File: config.mk
export PLATFORM = sky130hd
export DESIGN_NAME = pvr_card_flat
export DESIGN_NICKNAME = d
export VERILOG_FILES = /design/src/hw/pvr_pkg.sv /design/src/hw/pvr_if.sv /design/src/hw/pvr_card.sv /design/src/flat_wrapper.sv
export VERILOG_INCLUDE_DIRS = /design/src /design/src/hw
export SDC_FILE = /design/constraint.sdc
export NUM_CORES = 1
export LEC_CHECK = 0
export BUFFER_PORTS_ARGS = -buffer_cell sky130_fd_sc_hd__buf_2
export CAP_MARGIN = 20
export CORE_UTILIZATION = 40
export CTS_CLUSTER_DIAMETER = 150
export DETAILED_ROUTE_END_ITERATION = 8
export PLACE_DENSITY = 0.62
export SYNTH_ARGS = -nofsm -noshare
export SYNTH_HDL_FRONTEND = slang
export SYNTH_SLANG_ARGS = --single-unit
File: constraint.sdc
create_clock -name clk -period 4.2 [get_ports clk]
set_input_delay 1.26 -clock clk [delete_from_list [all_inputs] [get_ports clk]]
set_output_delay 1.26 -clock clk [all_outputs]
set_load 0.01 [all_outputs]
File: src/hw/pvr_params.svh
// constants shared by both ends of the pin verify link
`ifndef PVR_PARAMS_SVH
`define PVR_PARAMS_SVH

// command header coding
`define PVR_CLA_BASE 8'h00
`define PVR_INS_VERIFY 8'h20
`define PVR_P1_VERIFY 8'h00
`define PVR_LC_PIN 8'h08
`define PVR_PIN_BYTES 4'h8

// byte positions in a command
`define PVR_POS_CLA 4'h0
`define PVR_POS_INS 4'h1
`define PVR_POS_P1 4'h2
`define PVR_POS_P2 4'h3
`define PVR_POS_LC 4'h4
`define PVR_POS_DATA 4'h5
`define PVR_HDR_BYTES 4'h4
`define PVR_FULL_BYTES 4'hd
`define PVR_CNT_MAX 4'hf

// P2 field positions
`define PVR_P2_CLASS 7
`define PVR_P2_RFU_HI 6
`define PVR_P2_RFU_LO 5
`define PVR_P2_REF_HI 4

// retry counter
`define PVR_TRIES_INIT 2'h3
`define PVR_TRIES_NONE 2'h0

// status words
`define PVR_SW_OK 16'h9000
`define PVR_SW_RETRY 12'h63c
`define PVR_SW_BLOCKED 16'h6983
`define PVR_SW_DISABLED 16'h6984
`define PVR_SW_WRONG_LEN 16'h6700
`define PVR_SW_WRONG_P1 16'h6b00
`define PVR_SW_WRONG_P2 16'h6a86
`define PVR_SW_NOT_FOUND 16'h6a88
`define PVR_SW_BAD_INS 16'h6d00

`endif

File: src/hw/pvr_pkg.sv
// types shared by both ends of the pin verify link
package pvr_pkg;

  typedef enum logic [0:0] {
    PVR_CS_RX = 1'b0,
    PVR_CS_EXEC = 1'b1
  } pvr_card_state_t;

  typedef enum logic [1:0] {
    PVR_TS_IDLE = 2'b00,
    PVR_TS_SEND = 2'b01,
    PVR_TS_WAIT = 2'b10
  } pvr_term_state_t;

endpackage

File: src/hw/pvr_if.sv
// link between terminal and card: command bytes in, status word out
`timescale 1ns/1ps
`default_nettype none
interface pvr_if;
  logic byte_valid;
  logic [7:0] byte_data;
  logic byte_last;
  logic sw_valid;
  logic [15:0] sw;

  modport card (
    input byte_valid,
    input byte_data,
    input byte_last,
    output sw_valid,
    output sw
  );

  modport term (
    output byte_valid,
    output byte_data,
    output byte_last,
    input sw_valid,
    input sw
  );
endinterface
`default_nettype wire

File: src/hw/pvr_card.sv
// card end: pin verify command, retry counters, security status
`timescale 1ns/1ps
`default_nettype none
`include "pvr_params.svh"

// How it works
// - compare only if pin enabled and unblocked
// - correct pin restores counter to three
// - wrong pin decrements counter, any channel
// - security status shared by all channels
// - first wrong pin answers 63C2
// - second wrong pin answers 63C1
// - counters survive sessions, only power reset
// - third wrong pin blocks, answers 63C0
// - data to blocked pin answers 6983
// - blocked pin unmet until unblocked, unless disabled
// - pin access needs verify unless disabled
// - empty data reports counter, never compares
// - query answers 63CX, X tries left
// - terminal queries with P2, no data
// - P1 00, no Le, Lc empty/08
// - P2 b8 picks global or specific
// - P2 b7 b6 nonzero is refused
// - P2 low five bits key reference
module pvr_card #(
  parameter int KW = 1
) (
  // clock and power-on reset
  input wire logic clk,
  input wire logic nrst,
  // link to terminal
  pvr_if.card lk,
  // session and administration
  input wire logic session_start,
  input wire logic [KW:0] adm_idx,
  input wire logic ref_we,
  input wire logic [63:0] ref_pin,
  input wire logic dis_set,
  input wire logic dis_clr,
  input wire logic unblock,
  // access check for file operations
  input wire logic acc_req,
  input wire logic [KW:0] acc_idx,
  output logic acc_ok
);

  localparam int NPIN = 2 ** (KW + 1);

  if (KW < 1 || KW > 4) begin : g_chk
    $error("pvr_card: KW must be 1 to 4");
  end

  ////////////////////////////////////////////////////////////////////////
  // command capture

  pvr_pkg::pvr_card_state_t state_reg;
  logic [3:0] cnt_reg;
  logic [7:0] ins_reg;
  logic [7:0] p1_reg;
  logic [7:0] p2_reg;
  logic [7:0] lc_reg;
  logic [63:0] data_reg;
  logic [15:0] sw_reg;
  logic sw_valid_reg;

  // byte counter saturates so overlong commands are still caught
  always_ff @(posedge clk or negedge nrst) begin
    if (!nrst) begin
      cnt_reg <= 4'h0;
    end else if (state_reg == pvr_pkg::PVR_CS_EXEC) begin
      cnt_reg <= 4'h0;
    end else if (lk.byte_valid && cnt_reg != `PVR_CNT_MAX) begin
      cnt_reg <= cnt_reg + 4'h1;
    end
  end

  // header fields and pin data, msb byte first
  always_ff @(posedge clk or negedge nrst) begin
    if (!nrst) begin
      ins_reg <= 8'h00;
      p1_reg <= 8'h00;
      p2_reg <= 8'h00;
      lc_reg <= 8'h00;
      data_reg <= 64'h0;
    end else if (state_reg == pvr_pkg::PVR_CS_RX && lk.byte_valid) begin
      unique case (cnt_reg)
        `PVR_POS_CLA: begin
          lc_reg <= 8'h00; // channel bits are not needed here
        end
        `PVR_POS_INS: ins_reg <= lk.byte_data;
        `PVR_POS_P1: p1_reg <= lk.byte_data;
        `PVR_POS_P2: p2_reg <= lk.byte_data;
        `PVR_POS_LC: lc_reg <= lk.byte_data;
        default: data_reg <= {data_reg[55:0], lk.byte_data};
      endcase
    end
  end

  // receive until the last byte, then one cycle to execute
  always_ff @(posedge clk or negedge nrst) begin
    if (!nrst) begin
      state_reg <= pvr_pkg::PVR_CS_RX;
    end else begin
      unique case (state_reg)
        pvr_pkg::PVR_CS_RX: begin
          if (lk.byte_valid && lk.byte_last) begin
            state_reg <= pvr_pkg::PVR_CS_EXEC;
          end
        end
        pvr_pkg::PVR_CS_EXEC: state_reg <= pvr_pkg::PVR_CS_RX;
      endcase
    end
  end

  ////////////////////////////////////////////////////////////////////////
  // decode and judge

  logic [1:0] tries_reg [NPIN];
  logic [NPIN-1:0] verified_reg;
  logic [NPIN-1:0] disabled_reg;
  logic [63:0] ref_mem [NPIN];

  logic [KW:0] idx;
  logic has_lc;
  logic is_query;
  logic hit;
  logic miss;
  logic [1:0] tries_cur;
  logic [1:0] tries_dec;
  logic [15:0] sw_next;

  // b8 picks the class, low bits the key reference
  assign idx = {p2_reg[`PVR_P2_CLASS], p2_reg[KW-1:0]};
  assign has_lc = cnt_reg > `PVR_HDR_BYTES;
  assign is_query = !has_lc || (lc_reg == 8'h00 && cnt_reg == `PVR_POS_DATA);
  assign tries_cur = tries_reg[idx];
  assign tries_dec = tries_cur - 2'h1;

  // checks in priority order; only the last branches touch the pin
  always_comb begin
    hit = 1'b0;
    miss = 1'b0;
    if (cnt_reg < `PVR_HDR_BYTES) begin
      sw_next = `PVR_SW_WRONG_LEN;
    end else if (ins_reg != `PVR_INS_VERIFY) begin
      sw_next = `PVR_SW_BAD_INS;
    end else if (p1_reg != `PVR_P1_VERIFY) begin
      sw_next = `PVR_SW_WRONG_P1;
    end else if (p2_reg == 8'h00 || p2_reg[`PVR_P2_RFU_HI:`PVR_P2_RFU_LO] != 2'b00) begin
      sw_next = `PVR_SW_WRONG_P2;
    end else if (p2_reg[`PVR_P2_REF_HI:KW] != '0) begin
      sw_next = `PVR_SW_NOT_FOUND;
    end else if (is_query) begin
      sw_next = {`PVR_SW_RETRY, 2'b00, tries_cur};
    end else if (lc_reg != `PVR_LC_PIN || cnt_reg != `PVR_FULL_BYTES) begin
      sw_next = `PVR_SW_WRONG_LEN;
    end else if (tries_cur == `PVR_TRIES_NONE) begin
      sw_next = `PVR_SW_BLOCKED;
    end else if (disabled_reg[idx]) begin
      sw_next = `PVR_SW_DISABLED;
    end else if (data_reg == ref_mem[idx]) begin
      sw_next = `PVR_SW_OK;
      hit = 1'b1;
    end else begin
      sw_next = {`PVR_SW_RETRY, 2'b00, tries_dec};
      miss = 1'b1;
    end
  end

  // status word answer, one pulse per command
  always_ff @(posedge clk or negedge nrst) begin
    if (!nrst) begin
      sw_reg <= `PVR_SW_OK;
      sw_valid_reg <= 1'b0;
    end else begin
      sw_valid_reg <= state_reg == pvr_pkg::PVR_CS_EXEC;
      if (state_reg == pvr_pkg::PVR_CS_EXEC) begin
        sw_reg <= sw_next;
      end
    end
  end

  assign lk.sw = sw_reg;
  assign lk.sw_valid = sw_valid_reg;

  ////////////////////////////////////////////////////////////////////////
  // per-pin state

  logic exec;
  assign exec = state_reg == pvr_pkg::PVR_CS_EXEC;

  for (genvar i = 0; i < NPIN; i++) begin : g_pin
    logic cmd_here;
    logic adm_here;
    assign cmd_here = exec && idx == (KW+1)'(i);
    assign adm_here = adm_idx == (KW+1)'(i);

    // counter is reset only at power-on, never by a session start
    // unblock wins over a decrement landing in the same cycle
    always_ff @(posedge clk or negedge nrst) begin
      if (!nrst) begin
        tries_reg[i] <= `PVR_TRIES_INIT;
      end else if (adm_here && unblock) begin
        tries_reg[i] <= `PVR_TRIES_INIT;
      end else if (cmd_here && hit) begin
        tries_reg[i] <= `PVR_TRIES_INIT;
      end else if (cmd_here && miss) begin
        tries_reg[i] <= tries_dec;
      end
    end

    // one flag per pin, not per channel, so every channel sees it
    // a success in the session-start cycle still counts
    always_ff @(posedge clk or negedge nrst) begin
      if (!nrst) begin
        verified_reg[i] <= 1'b0;
      end else if (cmd_here && hit) begin
        verified_reg[i] <= 1'b1;
      end else if (session_start || (cmd_here && miss) || (adm_here && unblock)) begin
        verified_reg[i] <= 1'b0;
      end
    end

    // disable state and reference value from the administration port
    always_ff @(posedge clk or negedge nrst) begin
      if (!nrst) begin
        disabled_reg[i] <= 1'b0;
        ref_mem[i] <= 64'h0;
      end else if (adm_here) begin
        if (dis_set) begin
          disabled_reg[i] <= 1'b1;
        end else if (dis_clr) begin
          disabled_reg[i] <= 1'b0;
        end
        if (ref_we) begin
          ref_mem[i] <= ref_pin;
        end
      end
    end
  end

  ////////////////////////////////////////////////////////////////////////
  // access check

  // a disabled pin passes; otherwise verified and not blocked
  always_ff @(posedge clk or negedge nrst) begin
    if (!nrst) begin
      acc_ok <= 1'b0;
    end else begin
      acc_ok <= acc_req && (disabled_reg[acc_idx] ||
        (verified_reg[acc_idx] && tries_reg[acc_idx] != `PVR_TRIES_NONE));
    end
  end

endmodule // pvr_card
`default_nettype wire

File: src/flat_wrapper.sv
// flat-port wrapper written by rule: the top's interface ports become plain ports
module pvr_card_flat 
#(
  parameter int KW = 1
)
  (clk, nrst, session_start, adm_idx, ref_we, ref_pin, dis_set, dis_clr, unblock, acc_req, acc_idx, acc_ok, lk_byte_valid, lk_byte_data, lk_byte_last, lk_sw_valid, lk_sw);
  pvr_if lk_i ();
  input wire logic clk;
  input wire logic nrst;
  input wire logic session_start;
  input wire logic [KW:0] adm_idx;
  input wire logic ref_we;
  input wire logic [63:0] ref_pin;
  input wire logic dis_set;
  input wire logic dis_clr;
  input wire logic unblock;
  input wire logic acc_req;
  input wire logic [KW:0] acc_idx;
  output logic acc_ok;
  input wire logic [$bits(lk_i.byte_valid)-1:0] lk_byte_valid;
  input wire logic [$bits(lk_i.byte_data)-1:0] lk_byte_data;
  input wire logic [$bits(lk_i.byte_last)-1:0] lk_byte_last;
  output wire logic [$bits(lk_i.sw_valid)-1:0] lk_sw_valid;
  output wire logic [$bits(lk_i.sw)-1:0] lk_sw;
  assign lk_i.byte_valid = lk_byte_valid;
  assign lk_i.byte_data = lk_byte_data;
  assign lk_i.byte_last = lk_byte_last;
  assign lk_sw_valid = lk_i.sw_valid;
  assign lk_sw = lk_i.sw;
  pvr_card #(.KW(KW)) u_core (.clk(clk), .nrst(nrst), .lk(lk_i), .session_start(session_start), .adm_idx(adm_idx), .ref_we(ref_we), .ref_pin(ref_pin), .dis_set(dis_set), .dis_clr(dis_clr), .unblock(unblock), .acc_req(acc_req), .acc_idx(acc_idx), .acc_ok(acc_ok));
endmodule
==> reports/qor.csv <==
metric,value,unit
yosysSeqAreaShare,56.44,%
p_switching,3948,uW
synth-edff-count,0,
synthXorXnorAreaFrac,3.314,%
vias,9802,
crit_path_start_kind,flop,
hold_ws,0.4830,ns
finalClockSkew,0.01429,ns
grt_pass1_vias,10360,
areaGrowthSynthToFinish,14.98,%
cts.clk_slew.worst_paths,0.06,ns
synth_simple_gate_area_share,4.210,%
worst_slew_pin_slew,1.119,ns
synth_warnings,0,
grt_usage,18.10,%
synth_top_family_by_area,multiplexers,
yosysMostFrequentCell,dfrtp_1,
yosys.area.top_type_share,55.07,%
final_nets,1341,
antenna_found_initial,0,
die_x,209.2,um
worst_hold_path.num_cells,2,
comb_power_share,29.7,%
routedWlPerCell,21.01,um
post_cts.repair.setup_buffers,0,
numClockSinks,387,
drt-pass1-iter-count,4,
fin_crit,3.546,ns
synth_mux_area_share,31.39,%
r2r_cells,9,
syn_area,17180,sq um
multi_input_area,7188,sq um
synth_fa_ha_area_share,0.3642,%
timing_worst_setup_path_type,flop to flop,
syn_area_per_cell,15.08,sq um
core,42130,sq um
final_hold_viol_count,0,
seqCellArea,9703,sq um
power_density,661.7,nW/um^2
synth_compound_area_share,2.280,%
pin_count,104,
synthTopCellsByArea,"dfrtp_1, mux2_2, mux4_2",
die_h,209.2,um
cp_max_fo,19,
row_count,75,
drive_gt1_share,48.32,%
switching_share,30.21,%
largest_reg_flops,256,
cts_inserted_buffers,42,
synthArstFlopShare,100.0,%
via_per_inst,5.389,
fillCellCount,3725,
grt_max_degree,106,
initial_utilization,40.77,%
ctsResizeCount,0,
ys.flop_type,dfrtp_1,
yosys.area.top_type,dfrtp_1,
root_buffer,clkbuf_16,
clockBufferDepth,3,
clk-insertion-delay-late,0.54,ns
tns,0,ns
power_frac_seq,42.0,%
worst_slew_margin_rel,25.38,%
wirelength,38220,um
p_leak,0.008285,uW
p_int,9121,uW
critPathArrivalTime,3.93,ns
p_clk_share,28.3,%
post-route-drc-count,0,
synth_cell_types,52,
io_buffers,101,
grt_pass1_wl,61300,um
crit_path_end_kind,flop,
die_area,43780,sq um
status,completed,
hold_path_class,flop to flop,
overflow,0,
cts_tree,yes,
ys_ff_latch,387,
cpPeakStageDelay,0.65,ns
fmax,282.0,MHz
path_cells,"buf_4, mux4_2, xnor2_1, nand4_1, nor4_1, nand4_1, buf_4, o31ai_1, a21oi_1",
dp_hpwl,25310,um
slew_viol_final,0,
period_share,84.43,%
ctsHtreeMaxLevel,2,
first_iter_violations,556,
hold_buffers,0,
synthCells,1139,
synth_common_cells,"dfrtp_1, mux2_2, mux4_2",
vdd_ir_drop_max,372.0,uV
antenna_violating_nets_post_route,0,
worstPathRequired,4.58,ns
power,13070,uW
setup_violations,0,
drv_cap,0,
finalWeightedCongestion,0.8059,
cp_slowest_cell,dfrtp_4,
rsz0062_at_grt,false,
[cells by family (layout without fill, tap and decap cells)]
logic type                 count (synthesis)  after routing
AOI/OAI and AO/OA                         58             58
other                                      1              3
and+or+nand+nor                          139            139
xor gates and xnor gates                  65             65
buffers and inverters                     72            211
muxes                                    412            412
DFF                                      387            387
adders and majority gates                  5              5
[power by group through the flow]
| stage | registers [uW] | logic, uW | clock network [uW] |
|---|---|---|---|
| after CTS | 5490 | 3960 | 3810 |
| after global routing | 5610 | 4210 | 3950 |
| after floorplan | 5170 | 3080 | 0 |
| final | 5490 | 3890 | 3690 |
| after detailed placement | 5550 | 3930 | 0 |
| after global placement | 5520 | 3880 | 0 |
[per-stage QoR]
step / cell area, sq um / util, % / setup WS, ns / cells
2_1_floorplan: 17180 / - / 1.286 / 1140
3_3_place_gp: 18370 / 43.59 / 0.6334 / 1745
3_5_place_dp: 18370 / 43.59 / 0.6772 / 1745
4_1_cts: 19750 / 46.87 / 0.6452 / 1818
5_1_grt: 19750 / 46.87 / 0.4415 / 1818
6_report: 19750 / 46.88 / 0.6539 / 1819
[cell usage in the layout, fill, tap and decap left out, types with 5 or more instances in the layout]
master and n:
a21oi_1 9, buf_2 100, buf_4 22, clkbuf_1 12, clkbuf_16 43, clkbuf_8 10
dfrtp_1 376, dfstp_2 9, ha_1 5, inv_1 11, mux2_2 344, mux4_2 67
nand2_1 44, nand3_1 8, nand4_1 23, nor2_1 18, nor3_1 11, nor4_1 10
o21ai_0 15, xnor2_1 65
[critical path, delay by kind of cell, from the launching register on]
| family | cells | cell delay [ns] |
|---|---|---|
| simple gates | 3 | 0.91 |
| buf+inv | 2 | 0.70 |
| flops | 1 | 0.65 |
| mux | 1 | 0.57 |
| compound gates | 2 | 0.37 |
| xor+xnor | 1 | 0.19 |
[area by class of cell]
type,count,share of cell area (%)
sequential,387,49.13
multi-input combinational,681,36.39
clock buffer,65,6.373
timing repair buffer,127,3.852
tap,539,3.414
clock inverter,8,0.6208
inverter,11,0.2090
antenna,1,0.01267
[path summary, 6_finish.rpt]
check                                      start                   to  slack, ns
max in group asynchronous                   nrst   u_core.ref_mem[42]       2.43
worst max register to register  u_core.p2_reg[0]      u_core.lk.sw[8]       0.65
worst max-delay path            u_core.p2_reg[0]      u_core.lk.sw[8]       0.65
worst min-delay path             u_core.lk.sw[7]      u_core.lk.sw[7]       0.48
worst min register to register   u_core.lk.sw[7]      u_core.lk.sw[7]       0.48
min in group asynchronous                   nrst  u_core.ref_mem[175]       0.80
[metal layers]
metal | track usage, % | up-vias | routed length [um]
met1 | 26.79 | 5179 | 18640
met5 | 0 | - | 0
met2 | 28.30 | 151 | 17830
li1 | - | 4430 | -
met3 | 2.525 | 42 | 1152
met4 | 4.057 | 0 | 606
No activity file was read; power rests on OpenSTA's default activity.
